**src/scr_consts.vh**
```
// Constants for the sensor configuration and raw result register bank
// Functional notes
// In normal mode configuration writes may be dropped; in sleep they always land.
// Standby field bits 7..5 select idle time between normal-mode cycles.
// Smoothing field bits 4..2: 000 off, then 2, 4, 8, 16 for 100 up.
// Configuration bit 0 set selects three-wire serial port, clear selects four-wire.
// Raw pressure 20 bits over 0xF7, 0xF8 and upper nibble of 0xF9.
// Raw temperature 20 bits over 0xFA, 0xFB and upper nibble of 0xFC.
// Raw humidity 16 bits: high byte 0xFD, low byte 0xFE.
// Valid low pressure nibble bits depend on the conversion's resolution setting.
// Device is slave only; serial modes 00 and 11, three or four wire.
// Two-wire slave works at standard, fast and high speed.
// Multi-byte write is address/data pairs; each byte stored at its address.
// Multi-byte read starts at one address, advancing one per byte.
// Chip select high selects two-wire port; low selects serial port.
// One low chip-select level disables the two-wire port until power-on reset.
// Host must hold chip select high during power-on reset to use two-wire.
// Mode 00 sleep, 01/10 forced, 11 normal; standby applies in normal.
// Measuring flag is 1 while converting, 0 after results are transferred.
// Configuration bit 1 unused: reads zero, writes ignored.
`ifndef SCR_CONSTS_VH
`define SCR_CONSTS_VH
`define SCR_ADDR_CFG 8'hF5
`define SCR_ADDR_P_HI 8'hF7
`define SCR_ADDR_P_MID 8'hF8
`define SCR_ADDR_P_LO 8'hF9
`define SCR_ADDR_T_HI 8'hFA
`define SCR_ADDR_T_MID 8'hFB
`define SCR_ADDR_T_LO 8'hFC
`define SCR_ADDR_H_HI 8'hFD
`define SCR_ADDR_H_LO 8'hFE
`define SCR_CFG_RESET 8'h00
`define SCR_CFG_MASK 8'hFD
`define SCR_P_RESET 20'h80000
`define SCR_T_RESET 20'h80000
`define SCR_H_RESET 16'h8000
`define SCR_MODE_SLEEP 2'h0
`define SCR_MODE_NORMAL 2'h3
`define SCR_SB_MSB 7
`define SCR_SB_LSB 5
`define SCR_FLT_MSB 4
`define SCR_FLT_LSB 2
`define SCR_3W_BIT 0
`define SCR_NIB_W 4
`define SCR_RES_FIRST 3'h2
`define SCR_SB_0P5_MS 14'h0005
`define SCR_SB_62P5_MS 14'h0271
`define SCR_SB_125_MS 14'h04E2
`define SCR_SB_250_MS 14'h09C4
`define SCR_SB_500_MS 14'h1388
`define SCR_SB_1000_MS 14'h2710
`define SCR_SB_10_MS 14'h0064
`define SCR_SB_20_MS 14'h00C8
`endif

```
**src/scr_regs.v**
```verilog
// Configuration and raw result register bank with host interface selection
`timescale 1ns/1ps
`include "scr_consts.vh"
module scr_regs (
    input wire mclk_i,
    input wire reset_n_i,
    input wire chip_sel_n_i,
    input wire [1:0] op_mode_i,
    input wire wr_en_i,
    input wire rd_en_i,
    input wire [7:0] addr_i,
    input wire [7:0] wr_data_i,
    input wire [2:0] press_res_i,
    input wire conv_busy_i,
    input wire result_load_i,
    input wire [19:0] raw_press_word_i,
    input wire [19:0] raw_thermal_word_i,
    input wire [15:0] raw_moisture_word_i,
    output reg [7:0] rd_data_o,
    output reg [2:0] standby_time_sel_o,
    output reg [2:0] smoothing_sel_o,
    output reg three_wire_serial_on_o,
    output reg [4:0] flt_coef_o,
    output reg [13:0] standby_tenth_ms_o,
    output reg standby_active_o,
    output reg two_wire_on_o,
    output reg serial_port_on_o,
    output reg measuring_o
);
    // Stored registers
    reg [7:0] cfg_q;
    reg [19:0] press_q;
    reg [19:0] therm_q;
    reg [15:0] moist_q;
    reg spi_lock_q;
    reg [7:0] rd_d;

    // Address hits
    wire hit_cfg;
    wire hit_p_hi;
    wire hit_p_mid;
    wire hit_p_lo;
    wire hit_t_hi;
    wire hit_t_mid;
    wire hit_t_lo;
    wire hit_h_hi;
    wire hit_h_lo;

    // Byte images of the stored registers
    wire [7:0] cfg_byte;
    wire [7:0] p_hi_byte;
    wire [7:0] p_mid_byte;
    wire [7:0] p_lo_byte;
    wire [7:0] t_hi_byte;
    wire [7:0] t_mid_byte;
    wire [7:0] t_lo_byte;
    wire [7:0] h_hi_byte;
    wire [7:0] h_lo_byte;

    // Control and decode
    wire is_normal;
    wire cfg_hit;
    wire cfg_wr_ok;
    wire [3:0] nib_mask;
    wire [3:0] press_nib;
    wire [2:0] sb_code;
    wire [2:0] flt_code;
    wire [13:0] sb_time;
    wire [4:0] coef;
    genvar g;

    // Next values of the status outputs
    wire lock_next;
    wire two_wire_next;
    wire serial_next;
    wire meas_next;

    ////////////////////////////////////////////////////////////////////////////
    // Address decode shared by the write and read paths
    assign hit_cfg = (addr_i == `SCR_ADDR_CFG);
    assign hit_p_hi = (addr_i == `SCR_ADDR_P_HI);
    assign hit_p_mid = (addr_i == `SCR_ADDR_P_MID);
    assign hit_p_lo = (addr_i == `SCR_ADDR_P_LO);
    assign hit_t_hi = (addr_i == `SCR_ADDR_T_HI);
    assign hit_t_mid = (addr_i == `SCR_ADDR_T_MID);
    assign hit_t_lo = (addr_i == `SCR_ADDR_T_LO);
    assign hit_h_hi = (addr_i == `SCR_ADDR_H_HI);
    assign hit_h_lo = (addr_i == `SCR_ADDR_H_LO);

    ////////////////////////////////////////////////////////////////////////////
    // Operating mode
    assign is_normal = (op_mode_i == `SCR_MODE_NORMAL);

    ////////////////////////////////////////////////////////////////////////////
    // Register writes; result addresses have no write path
    assign cfg_hit = wr_en_i && hit_cfg;
    // Normal mode drops configuration writes; sleep and forced keep them
    assign cfg_wr_ok = cfg_hit && !is_normal;

    // Bit 1 is masked off on the way in so it always reads zero
    always @(posedge mclk_i or negedge reset_n_i) begin
        if (!reset_n_i) begin
            cfg_q <= `SCR_CFG_RESET;
        end else if (cfg_wr_ok) begin
            cfg_q <= wr_data_i & `SCR_CFG_MASK;
        end
    end

    ////////////////////////////////////////////////////////////////////////////
    // Result capture; all three words load together, but a burst read that spans a load can mix conversions
    // Reset values are the skipped-conversion markers
    always @(posedge mclk_i or negedge reset_n_i) begin
        if (!reset_n_i) begin
            press_q <= `SCR_P_RESET;
        end else if (result_load_i) begin
            press_q <= raw_press_word_i;
        end
    end

    always @(posedge mclk_i or negedge reset_n_i) begin
        if (!reset_n_i) begin
            therm_q <= `SCR_T_RESET;
        end else if (result_load_i) begin
            therm_q <= raw_thermal_word_i;
        end
    end

    always @(posedge mclk_i or negedge reset_n_i) begin
        if (!reset_n_i) begin
            moist_q <= `SCR_H_RESET;
        end else if (result_load_i) begin
            moist_q <= raw_moisture_word_i;
        end
    end

    ////////////////////////////////////////////////////////////////////////////
    // Resolution mask: each step above the first, up to 5, keeps one more low pressure bit
    generate
        for (g = 0; g < `SCR_NIB_W; g = g + 1) begin : g_nib
            assign nib_mask[`SCR_NIB_W - 1 - g] = (press_res_i >= `SCR_RES_FIRST + g);
        end
    endgenerate
    assign press_nib = press_q[3:0] & nib_mask;

    ////////////////////////////////////////////////////////////////////////////
    // Byte images; low nibbles sit in bits 7..4 with zeros below
    assign cfg_byte = cfg_q;
    assign p_hi_byte = press_q[19:12];
    assign p_mid_byte = press_q[11:4];
    assign p_lo_byte = {press_nib, 4'h0};
    assign t_hi_byte = therm_q[19:12];
    assign t_mid_byte = therm_q[11:4];
    assign t_lo_byte = {therm_q[3:0], 4'h0};
    assign h_hi_byte = moist_q[15:8];
    assign h_lo_byte = moist_q[7:0];

    ////////////////////////////////////////////////////////////////////////////
    // Read decode; unmapped addresses read as zero
    always @* begin
        rd_d = 8'h00;
        if (hit_cfg) begin
            rd_d = cfg_byte;
        end else if (hit_p_hi) begin
            rd_d = p_hi_byte;
        end else if (hit_p_mid) begin
            rd_d = p_mid_byte;
        end else if (hit_p_lo) begin
            rd_d = p_lo_byte;
        end else if (hit_t_hi) begin
            rd_d = t_hi_byte;
        end else if (hit_t_mid) begin
            rd_d = t_mid_byte;
        end else if (hit_t_lo) begin
            rd_d = t_lo_byte;
        end else if (hit_h_hi) begin
            rd_d = h_hi_byte;
        end else if (hit_h_lo) begin
            rd_d = h_lo_byte;
        end
    end

    ////////////////////////////////////////////////////////////////////////////
    // Standby and smoothing decode
    assign sb_code = cfg_q[`SCR_SB_MSB:`SCR_SB_LSB];
    assign flt_code = cfg_q[`SCR_FLT_MSB:`SCR_FLT_LSB];

    // Table lookups live in their own module
    scr_filter_decode u_dec (
        .sb_code_i(sb_code),
        .flt_code_i(flt_code),
        .standby_tenth_ms_o(sb_time),
        .flt_coef_o(coef)
    );

    ////////////////////////////////////////////////////////////////////////////
    // Interface lock: one low chip-select level keeps the serial port until reset
    assign lock_next = spi_lock_q || !chip_sel_n_i;
    assign two_wire_next = chip_sel_n_i && !spi_lock_q;
    assign serial_next = !chip_sel_n_i || spi_lock_q;

    always @(posedge mclk_i or negedge reset_n_i) begin
        if (!reset_n_i) begin
            spi_lock_q <= 1'b0;
        end else begin
            spi_lock_q <= lock_next;
        end
    end

    ////////////////////////////////////////////////////////////////////////////
    // Registered configuration fields
    always @(posedge mclk_i or negedge reset_n_i) begin
        if (!reset_n_i) begin
            standby_time_sel_o <= 3'h0;
        end else begin
            standby_time_sel_o <= sb_code;
        end
    end

    always @(posedge mclk_i or negedge reset_n_i) begin
        if (!reset_n_i) begin
            smoothing_sel_o <= 3'h0;
        end else begin
            smoothing_sel_o <= flt_code;
        end
    end

    always @(posedge mclk_i or negedge reset_n_i) begin
        if (!reset_n_i) begin
            three_wire_serial_on_o <= 1'b0;
        end else begin
            three_wire_serial_on_o <= cfg_q[`SCR_3W_BIT];
        end
    end

    ////////////////////////////////////////////////////////////////////////////
    // Registered decoded values
    always @(posedge mclk_i or negedge reset_n_i) begin
        if (!reset_n_i) begin
            flt_coef_o <= 5'h00;
        end else begin
            flt_coef_o <= coef;
        end
    end

    // Tenths of a millisecond; the longest code needs all 14 bits
    always @(posedge mclk_i or negedge reset_n_i) begin
        if (!reset_n_i) begin
            standby_tenth_ms_o <= 14'h0000;
        end else begin
            standby_tenth_ms_o <= sb_time;
        end
    end

    ////////////////////////////////////////////////////////////////////////////
    // Mode and conversion flags
    // The busy flag drops in the load cycle itself, so it never lags the new result
    assign meas_next = conv_busy_i && !result_load_i;

    // Standby timing applies only in normal mode
    always @(posedge mclk_i or negedge reset_n_i) begin
        if (!reset_n_i) begin
            standby_active_o <= 1'b0;
        end else begin
            standby_active_o <= is_normal;
        end
    end

    always @(posedge mclk_i or negedge reset_n_i) begin
        if (!reset_n_i) begin
            measuring_o <= 1'b0;
        end else begin
            measuring_o <= meas_next;
        end
    end

    ////////////////////////////////////////////////////////////////////////////
    // Selected host interface; neither port is on while reset is held
    always @(posedge mclk_i or negedge reset_n_i) begin
        if (!reset_n_i) begin
            two_wire_on_o <= 1'b0;
        end else begin
            two_wire_on_o <= two_wire_next;
        end
    end

    always @(posedge mclk_i or negedge reset_n_i) begin
        if (!reset_n_i) begin
            serial_port_on_o <= 1'b0;
        end else begin
            serial_port_on_o <= serial_next;
        end
    end

    ////////////////////////////////////////////////////////////////////////////
    // Read data answers in the next cycle, fast enough for every link rate
    // It holds between strobes so a slow host can take it late
    always @(posedge mclk_i or negedge reset_n_i) begin
        if (!reset_n_i) begin
            rd_data_o <= 8'h00;
        end else if (rd_en_i) begin
            rd_data_o <= rd_d;
        end
    end
endmodule

```
**src/scr_filter_decode.v**
```verilog
// Decoder of standby time code and smoothing coefficient code
`timescale 1ns/1ps
`include "scr_consts.vh"
module scr_filter_decode (
    input wire [2:0] sb_code_i,
    input wire [2:0] flt_code_i,
    output reg [13:0] standby_tenth_ms_o,
    output reg [4:0] flt_coef_o
);
    // Standby time in tenths of a millisecond
    always @* begin
        case (sb_code_i)
            3'h0: standby_tenth_ms_o = `SCR_SB_0P5_MS;
            3'h1: standby_tenth_ms_o = `SCR_SB_62P5_MS;
            3'h2: standby_tenth_ms_o = `SCR_SB_125_MS;
            3'h3: standby_tenth_ms_o = `SCR_SB_250_MS;
            3'h4: standby_tenth_ms_o = `SCR_SB_500_MS;
            3'h5: standby_tenth_ms_o = `SCR_SB_1000_MS;
            3'h6: standby_tenth_ms_o = `SCR_SB_10_MS;
            default: standby_tenth_ms_o = `SCR_SB_20_MS;
        endcase
    end

    always @* begin
        case (flt_code_i)
            3'h0: flt_coef_o = 5'h00;
            3'h1: flt_coef_o = 5'h02;
            3'h2: flt_coef_o = 5'h04;
            3'h3: flt_coef_o = 5'h08;
            default: flt_coef_o = 5'h10;
        endcase
    end
endmodule

```
**config.mk**
```make
export PLATFORM = sky130hd
export DESIGN_NAME = scr_regs
export DESIGN_NICKNAME = d
export VERILOG_FILES = /design/src/scr_regs.v /design/src/scr_filter_decode.v
export VERILOG_INCLUDE_DIRS = /design/src /design/src/src
export SDC_FILE = /design/constraint.sdc
export NUM_CORES = 1
export LEC_CHECK = 0
export ABC_AREA = 1
export BUFFER_PORTS_ARGS = -buffer_cell sky130_fd_sc_hd__buf_2
export CORE_MARGIN = 2
export CORE_UTILIZATION = 55
export CTS_BUF_LIST = sky130_fd_sc_hd__clkbuf_8
export CTS_CLUSTER_DIAMETER = 30
export DETAILED_ROUTE_END_ITERATION = 10
export GPL_TIMING_DRIVEN = 0
export PLACE_DENSITY = 0.81
export SETUP_SLACK_MARGIN = 0.15
export SYNTH_ARGS = -nofsm -noshare
export SYNTH_HDL_FRONTEND = slang
export SYNTH_SLANG_ARGS = --single-unit
```
**constraint.sdc**
```tcl
create_clock -name mclk_i -period 2.1 [get_ports mclk_i]
set_input_delay 0.105 -clock mclk_i [delete_from_list [all_inputs] [get_ports mclk_i]]
set_output_delay 0.105 -clock mclk_i [all_outputs]
set_load 0.1 [all_outputs]
```
Word level (Yosys, flattened, before mapping)
Index checks and enable logic that the tools add are counted.
{ "op_classes": {"magnitude_cmp": 4, "n_eq_ne": 19, "n_bitwise": 1, "n_mux": 11, "n_reduce_logical": 11} }
{ "op_table": {"columns": ["operator", "n"], "rows": [
  ["14-bit case mux with 7 select lines", 1],
  ["8-bit equality test, second input constant", 9],
  ["8-bit 2-to-1 mux", 9],
  ["5-bit case mux with 4 select lines", 1],
  ["3-bit by 2-bit equality test with 1-bit output, second input constant", 4],
  ["3-bit equality test, second input constant", 3],
  ["3-bit by 1-bit equality test with 1-bit output, second input constant", 2],
  ["3-bit by 2-bit greater-or-equal comparator with 1-bit output, second input constant", 2],
  ["3-bit greater-or-equal comparator, second input constant", 2],
  ["3-bit logical NOT", 2],
  ["4-bit bitwise AND", 1],
  ["1-bit logical AND", 4],
  ["1-bit logical NOT", 4],
  ["2-bit equality test, second input constant", 1],
  ["1-bit logical OR", 1]
]} }
{ "totals": {"regBits": 101, "word_cells": 60, "output_inout_bits": 38} }

Longest topological paths before layout
Gate-level depths: netlist of the first run.
{ "depth": {"word_depth": 10, "ltp_mapped": 11, "ltp_nobuf": 11} }

Hierarchy
From an unflattened synthesis of the first run, not the netlist that was laid out.
{ "unflattened": {"cells_unflattened": 437, "area_unflattened_um2": 4302.9} }
{ "modules_own_cells": {"columns": ["module", "cells_per_inst", "area_each_um2", "seq_area_each_um2", "instances"], "rows": [
  ["scr_regs", 393, 4100.2, 2531.2, 1],
  ["scr_filter_decode", 44, 202.7, 0.0, 1]
]} }

Worst setup path after synthesis of the first run
OpenSTA, ideal clock, no wires.
{ "synth_path": {"kind": "reg2reg", "start": "register rd_data_o[5] (netlist name)", "end": "register rd_data_o[5]", "setup_time_ns": 0.113, "arrival_time_ns": 1.232, "n_path_buf": 0, "slack_ns": 0.755, "synth_period_minus_slack_ns": 1.345, "stages_incl_launch_ff": 4, "cell_sequence": "dfrtp_1 or2_2 nand2_1 inv_1"} }
{ "synth_lines": {"columns": ["item", "line", "text"], "rows": [
  ["end signal: assignment", "scr_regs.v:301", "rd_data_o <= rd_d;"],
  ["end: declaration", "scr_regs.v:19", "output reg [7:0] rd_data_o,"]
]} }

Worst setup path in the final report of the first run
{ "layout_path": {"start": "register cfg_q[7] (netlist: cfg_byte[7])", "end": "register standby_tenth_ms_o[7]"} }
{ "layout_via": {"elab_chain_cells": 2, "elab_cells_between_ends": 8, "cone_classes": "6 x eq/ne; 1 x mux; 1 x reduce/logical"} }
{ "layout_lines": {"columns": ["item", "line", "text"], "rows": [
  ["start: declaration", "scr_regs.v:31", "reg [7:0] cfg_q;"],
  ["start signal: assignment", "scr_regs.v:103", "cfg_q <= `SCR_CFG_RESET;"],
  ["start signal: assignment", "scr_regs.v:105", "cfg_q <= wr_data_i & `SCR_CFG_MASK;"],
  ["3-bit equality test, or another cell as far along", "scr_filter_decode.v:12", "case (sb_code_i)"],
  ["14-bit case mux with 7 select lines (*)", "scr_filter_decode.v:12", null],
  ["via sb_time[7]", "scr_regs.v:68", "wire [13:0] sb_time;"],
  ["end signal: assignment", "scr_regs.v:250", "standby_tenth_ms_o <= sb_time;"],
  ["end: declaration", "scr_regs.v:24", "output reg [13:0] standby_tenth_ms_o,"]
]} }
Mark *: on every way through the listed nets, which the timed path passes. The rest lies on a longest branch.
A chain may end at the register's enable or synchronous reset.

==> results of run 1 <==
==> stage by stage <==
step | TNS [ns] | hold slack (ns)
global placement | -0.740 | 0.316
finish | 0 | 0.0385
detailed placement | 0 | 0.0571
CTS | 0 | 0.0317
global route | 0 | 0.0723
floorplan | 0 | -0.191
==> final timing paths <==
| path | start | to | depth (start not counted) |
|---|---|---|---|
| max | cfg_byte[7] | standby_tenth_ms_o[7] | 7 |
| min | rd_en_i | rd_data_o[4] | 3 |
| max reg2reg | cfg_byte[7] | standby_tenth_ms_o[7] | 7 |
| min reg2reg | cfg_byte[7] | standby_time_sel_o[2] | 0 |
| max in group asynchronous | reset_n_i | therm_q[19] | 3 |
| min in group asynchronous | reset_n_i | moist_q[11] | 2 |
==> cell families after synthesis <==
family | synth area share
AOI/OAI and AO/OA | 0.0685
buffers and inverters | 0.0756
DFF | 0.589
muxes | 0.111
other | 0.000882
and+or+nand+nor | 0.155
==> state kept, by name, indices dropped and copies added, names as in the netlist <==
register / cells
smoothing_sel_o: 3
flt_coef_o: 4
three_wire_serial_on_o: 1
measuring_o: 1
cfg_byte: 7
press_q: 20
moist_q: 16
standby_tenth_ms_o: 14
standby_time_sel_o: 3
serial_port_on_o: 1
therm_q: 20
rd_data_o: 8
standby_active_o: 1
two_wire_on_o: 1
==> cell usage in the layout (no fill, tap or decap), types with 2 or more instances in the layout <==
cell                            instances
sky130_fd_sc_hd__nand2_1               78
sky130_fd_sc_hd__nand4_1                9
sky130_fd_sc_hd__mux2_2                42
sky130_fd_sc_hd__buf_2                122
sky130_fd_sc_hd__clkinv_8               2
sky130_fd_sc_hd__o21ai_0               42
sky130_fd_sc_hd__nor2_1                29
sky130_fd_sc_hd__nor2_2                 2
sky130_fd_sc_hd__a21oi_1               12
sky130_fd_sc_hd__dfrtp_1               97
sky130_fd_sc_hd__dlygate4sd3_1         68
sky130_fd_sc_hd__dfstp_2                3
sky130_fd_sc_hd__nand3_1               18
sky130_fd_sc_hd__inv_1                 64
sky130_fd_sc_hd__clkbuf_1               9
sky130_fd_sc_hd__inv_8                  2
sky130_fd_sc_hd__buf_4                  2
sky130_fd_sc_hd__nor3_1                 8
sky130_fd_sc_hd__or2_2                  2
sky130_fd_sc_hd__clkbuf_8               9
==> final cells by class <==
type	instances	area, µm²	area share
flip-flops and latches	100	2510	0.425
multi-input cells	250	1430	0.242
repair buffers	187	1300	0.221
inverters	65	244	0.0414
well taps	102	128	0.0216
clock buffers	9	124	0.0210
clock inverters	7	88.8	0.0151
plain buffers	16	77.6	0.0132
==> worst max-delay path: cells and delay by family, from the launching register on <==
family / cells / cell delay (ns)
buf+inv: 2 / 0.41
compound gates: 2 / 0.18
simple gates: 3 / 0.36
flops: 1 / 0.36
==> repair_timing <==
action | in CTS | in global routing
gates resized for setup | 0 | 0
hold endpoints to repair | 94 | 0
hold buffers | 68 | 0
==> routing by layer <==
layer | global-route usage | routed length (µm) | up-vias
met5 | 0 | 0 | -
met4 | 0.114 | 308 | 0
met3 | 0.0345 | 613 | 28
met2 | 0.482 | 5770 | 159
met1 | 0.337 | 4520 | 1793
li1 | - | - | 1776
==> power by group through the flow <==
stage | clock (mW) | combinational [mW] | sequential, mW
after floorplan | 0 | 0.203 | 2.37
after global placement | 0 | 0.611 | 2.16
after detailed placement | 0 | 0.630 | 2.16
after CTS | 1.29 | 0.729 | 2.13
after global routing | 1.38 | 0.789 | 2.14
final | 1.28 | 0.738 | 2.13
==> results.md, run 1 <==
- Status: finished, final reports clean
- Clock Pin Slew Worst Setup and Hold Paths: 0.11 ns
- Max cap viols: 0
- Max rail drop VDD: 0.000431 V
- Largest net degree at the start of global routing: 74
- Initial antenna violation count: 0
- Logic gate share of total power: 0.178
- CTS tree: yes
- Buffers inserted by post-CTS timing repair: 0
- Main area contributors after synthesis: sky130_fd_sc_hd__dfrtp_1 57%, sky130_fd_sc_hd__mux2_2 11%, sky130_fd_sc_hd__nand2_1 6.9%, sky130_fd_sc_hd__inv_1 5.6%, sky130_fd_sc_hd__o21ai_0 4.9%
- Maximum single-stage delay on the critical path: 0.36 ns
- DR iter-0 viols: 272
- Summed instance area of the synthesized netlist: 4250 µm²
- Worst-skew pair later-pin latency: 0.37 ns
- Worst setup slack after layout: 0.717 ns
- GRT Residual Overflow: 0
- Register-to-register setup slack: 0.72 ns
- Final count of pins violating max slew: 0
- Pleak: 3.02 nW
- Worst slack, placed: 0.596 ns
- Tightest slew margin relative to the limit: 0.588
- Max Clk Rate: 723 MHz
- Remaining antenna violation count after routing: 0
- Vert. Die Dim: 91.9 µm
- Relative area change from synthesis to final layout: 38.6%
- Final setup violation count: 0
- Post-layout total power: between 4 and 5 mW
- Total routing usage reported by global routing: 0.272
- Area share of the leading cell type in the synthesized netlist: 0.571
- Seq/Total Area, Yosys: 0.589
- Number of H-tree levels: 3
- Overall die area: 8450 µm²
- Category of the worst setup path launch point: flip-flop
- Share of post-route cells with drive strength above 1: 0.308
- Wire per inst: 15.2 µm
- Final weighted congestion of routability-driven global placement: 0.874
- Net switching power: 1.32 mW
- Async set-reset flop share out of synthesis: 1.00
- Post-Layout Cell Count: 736
- Gate Count Post-Synth: 431
- Relative contribution of the clock network to total power: 0.308
- Share of power burned in registers: 0.514
- Clock tree root buffer cell: sky130_fd_sc_hd__clkbuf_8
- Initial Utilization: 0.559
- Count of inserted antenna diode cells: 0
- Switching Fraction: 0.318
- Critical Setup Path Class: reg -> reg
- Crit. End Element: flip-flop
- First-pass GRT wire length: 17700 µm
- Number of detailed-routing iterations run before antenna repair: 5
- Internal power: about 2.8 mW
- Cell taking the most area after synthesis: sky130_fd_sc_hd__dfrtp_1
- I/O pin cnt: 122
- Die span in x: 91.9 µm
- Mean area per synthesized cell: 9.87 µm²
- Site Rows: 32
- Maximum fanout along the worst path: 9
- Clock sinks: 100
- Most common cell in the synthesized netlist: sky130_fd_sc_hd__dfrtp_1
- Prevailing post-synth register cell: sky130_fd_sc_hd__dfrtp_1
- Dpl cell area: 5000 µm²
- Fillers: approximately 520
- Pwr Density: 703 nW/µm²
- Critical Path Slowest Stage Cell: sky130_fd_sc_hd__dfrtp_1
- Final #Nets: approximately 700
- Top post-synthesis cells by count: 97 x sky130_fd_sc_hd__dfrtp_1, 78 x sky130_fd_sc_hd__nand2_1, 64 x sky130_fd_sc_hd__inv_1, 42 x sky130_fd_sc_hd__mux2_2, 42 x sky130_fd_sc_hd__o21ai_0
- Worst clock skew on the final layout: around 0.014 ns
- Minimum clock period after layout: 1.38 ns
- Clock Tree Buf Depth: 2
- Final cell utilization of the core: 0.775
- Warning count from the yosys run: 0
- Number of DRC violations after detailed routing: 0
- Net count after synthesis: 515
- Via Count: 3756
- Hold Crit Class: in -> reg
- Total routed wirelength: approximately 11000 µm
- Data arrival time of the critical path: 1.68 ns
- Transition time of the tightest slew-check pin: 0.613 ns
- Design Area, Final: just under 6000 µm²
- RSZ-0062 raised after global routing: false
- Flip-flop and latch count after synthesis: 100
- IO Port Bufs: 118
- Routed via count divided by cell count: 5.10
- Endpoints failing hold: 0
- Number of library cell types mapped by synthesis: 26
- Number of enable-type register cells in the synthesized netlist: 0
- CTS buffer count: 9
- Ordered cell list for the critical path: clkbuf_1 -> nand2_1 -> nor2_1 -> inv_1 -> o21ai_0 -> nor2_1 -> o21ai_0
- Dpl cells: 652
- Critical path required time: 2.40 ns
- Period Utilization, post-route: 0.658
- Standard cell core area: approximately 7600 µm²
- Number of global-route vias before repair: between 3000 and 4000
- Post-DP HPWL: 7350 µm
(Power assumes the default switching activity.)
==> run 2, diff against run 1 <==
Settings changed: CORE_UTILIZATION 55 to 54, PLACE_DENSITY 0.81 to 0.8.
Clock period 2.1 ns to 1.4 ns, I/O delays scaled along.
==> run 2 against run 1 <==
- sequential power rose by 50%
- global-route usage is 0.22 points higher
- via count up 1.6%
- clock power increased by 46%
- critical path type is now reg -> out
- sequential share of layout area decreased by 0.22 points
- final area up 0.68%
- final cell count increased by 0.14%
- largest cell class unchanged
- clock skew decreased by 0.0066 ns
==> results.md, run 2 (synthesized netlist as in run 1, its figures left out) <==
- Status: finished, final reports clean
- Tightest slew margin relative to the limit: 0.590
- Clock Pin Slew Worst Setup and Hold Paths: 0.10 ns
- Largest net degree at the start of global routing: between 50 and 60
- Maximum single-stage delay on the critical path: ~0.43 ns
- Overall die area: 8600 µm²
- Routed via count divided by cell count: 5.18
- Remaining antenna violation count after routing: 0
- Initial antenna violation count: 0
- CTS tree: yes
- Site Rows: 32
- First-pass GRT wire length: 18300 µm
- Final setup violation count: 0
- Clock tree root buffer cell: sky130_fd_sc_hd__clkbuf_8
- Data arrival time of the critical path: 1.15 ns
- Relative area change from synthesis to final layout: 39.5%
- Total routing usage reported by global routing: 0.275
- Minimum clock period after layout: 1.22 ns
- Category of the worst setup path launch point: flip-flop
- Post-layout total power: 6.18 mW
- Die span in x: 92.8 µm
- Final weighted congestion of routability-driven global placement: 0.861
- Critical Setup Path Class: reg -> out
- Wire per inst: 15.6 µm
- Most frequent standard cell in the layout excluding fill and tap cells: sky130_fd_sc_hd__buf_2
- Number of DRC violations after detailed routing: 0
- Clock Tree Buf Depth: 2
- Dpl cells: 652
- Total routed wirelength: 11500 µm
- Critical Path Slowest Stage Cell: sky130_fd_sc_hd__buf_2
- Transition time of the tightest slew-check pin: 0.612 ns
- Post-Layout Cell Count: 737
- CTS buffer count: 9
- Initial Utilization: 0.553
- Number of global-route vias before repair: between 3000 and 4000
- RSZ-0062 raised after global routing: true
- Standard cell core area: around 7700 µm²
- Ordered cell list for the critical path: buf_2
- Period Utilization, post-route: 0.871
- Most frequent cells in the layout: 119 x sky130_fd_sc_hd__buf_2, 94 x sky130_fd_sc_hd__dfrtp_1, 77 x sky130_fd_sc_hd__nand2_1, 68 x sky130_fd_sc_hd__dlygate4sd3_1, 64 x sky130_fd_sc_hd__inv_1
- Max Clk Rate: 820 MHz
- Pleak: 3.03 nW
- Number of H-tree levels: 3
- Worst clock skew on the final layout: between 0.007 and 0.008 ns
- DR iter-0 viols: roughly 270
- Via Count: ~3800
- GRT Residual Overflow: 0
- Worst-skew pair later-pin latency: 0.36 ns
- Post-DP HPWL: 7420 µm
- Number of detailed-routing iterations run before antenna repair: 5
- Pwr Density: 1040 nW/µm²
- Crit path buf inv count: 1
- IO Port Bufs: 118
- Family of cells with the greatest summed delay on the critical path: buffers and inverters
- Final count of pins violating max slew: 0
- Count of inserted antenna diode cells: 0
- Crit. End Element: output pin
- Maximum fanout along the worst path: 2
- I/O pin cnt: between 100 and 150
- Vert. Die Dim: 92.8 µm
- Critical path required time: between 1 and 1.5 ns
- Final #Nets: 714
- Max cap viols: 0
- Share of post-route cells with drive strength above 1: 0.324
- Hold Crit Class: in -> reg
- Clock sinks: 100
- Endpoints failing hold: 0
- Max rail drop VDD: 0.000670 V
- Largest registers ranked by flip-flop count: press_q x20, therm_q x20, moist_q x16
==> run 2: cell types whose count changed in the layout (fill, tap and decap cells not counted), sizes merged <==
cell,previous run,this run
clkinvlp,0,3
clkinv,3,0
buf,126,124
clkbuf,18,21
bufinv,0,1
inv,69,68
==> run 2: power breakdown <==
| part | switching [mW] | internal, mW | total [mW] |
|---|---|---|---|
| combinational | 0.707 | 0.410 | 1.12 |
| sequential | 0.0996 | 3.10 | 3.20 |
| clock | 1.03 | 0.839 | 1.87 |
| total | 1.83 | 4.35 | 6.18 |
==> run 2: routing by layer <==
layer  vias up  global-route usage  wire [µm]
li1       1774                   -          -
met3        40              0.0382        624
met4         0              0.0944        378
met2       185               0.479       5760
met1      1816               0.354       4740
met5         -                   0          0
==> run 2: what timing repair did <==
item,CTS,global route
endpoints found under the setup margin,4,8
hold buffers,68,0
pin swaps,0,3
hold endpoints to repair,109,0
gates resized for setup,2,15
buffers inserted,0,1
==> run 2: per-stage QoR <==
| step | hold WS (ns) | utilization | setup TNS, ns | setup WS (ns) | area [µm²] |
|---|---|---|---|---|---|
| 2_1_floorplan | -0.226 | - | 0 | 0.199 | 4260 |
| 3_3_place_gp | 0.281 | 0.647 | -65.89 | -0.848 | 4970 |
| 3_5_place_dp | 0.114 | 0.651 | -0.00281 | -0.00281 | 5000 |
| 4_1_cts | 0.0211 | 0.766 | 0 | 0.159 | 5890 |
| 5_1_grt | 0.0526 | 0.772 | 0 | 0.114 | 5940 |
| 6_report | 0.0241 | 0.772 | 0 | 0.181 | 5940 |
==> run 2: area by class of cell <==
cell class	instances	area [µm²]
plain buffers	16	82.6
fillers	532	1750
multi-input cells	250	1460
clock inverters	7	76.3
clock buffers	9	124
repair buffers	188	1320
flip-flops and latches	100	2510
inverters	65	244
well taps	102	128
==> run 2: path summary, 6_finish.rpt <==
path / startpoint / end / slack (ns) / cells past startpoint
setup / recovery: rd_data_o[6] / rd_data_o[6] / 0.18 / 1
min in group asynchronous: reset_n_i / moist_q[5] / 0.28 / 2
setup reg to reg: cfg_byte[7] / standby_tenth_ms_o[7] / 0.22 / 7
hold reg to reg: cfg_byte[6] / standby_time_sel_o[1] / 0.39 / 0
hold / removal: rd_en_i / rd_data_o[7] / 0.02 / 3
max in group asynchronous: reset_n_i / rd_data_o[6] / 0.44 / 3
==> run 2: tightest hold or removal path, stage by stage <==
cell and delay (ns):
sky130_fd_sc_hd__buf_2 0.13, sky130_fd_sc_hd__nor2_1 0.10, sky130_fd_sc_hd__a21oi_1 0.04
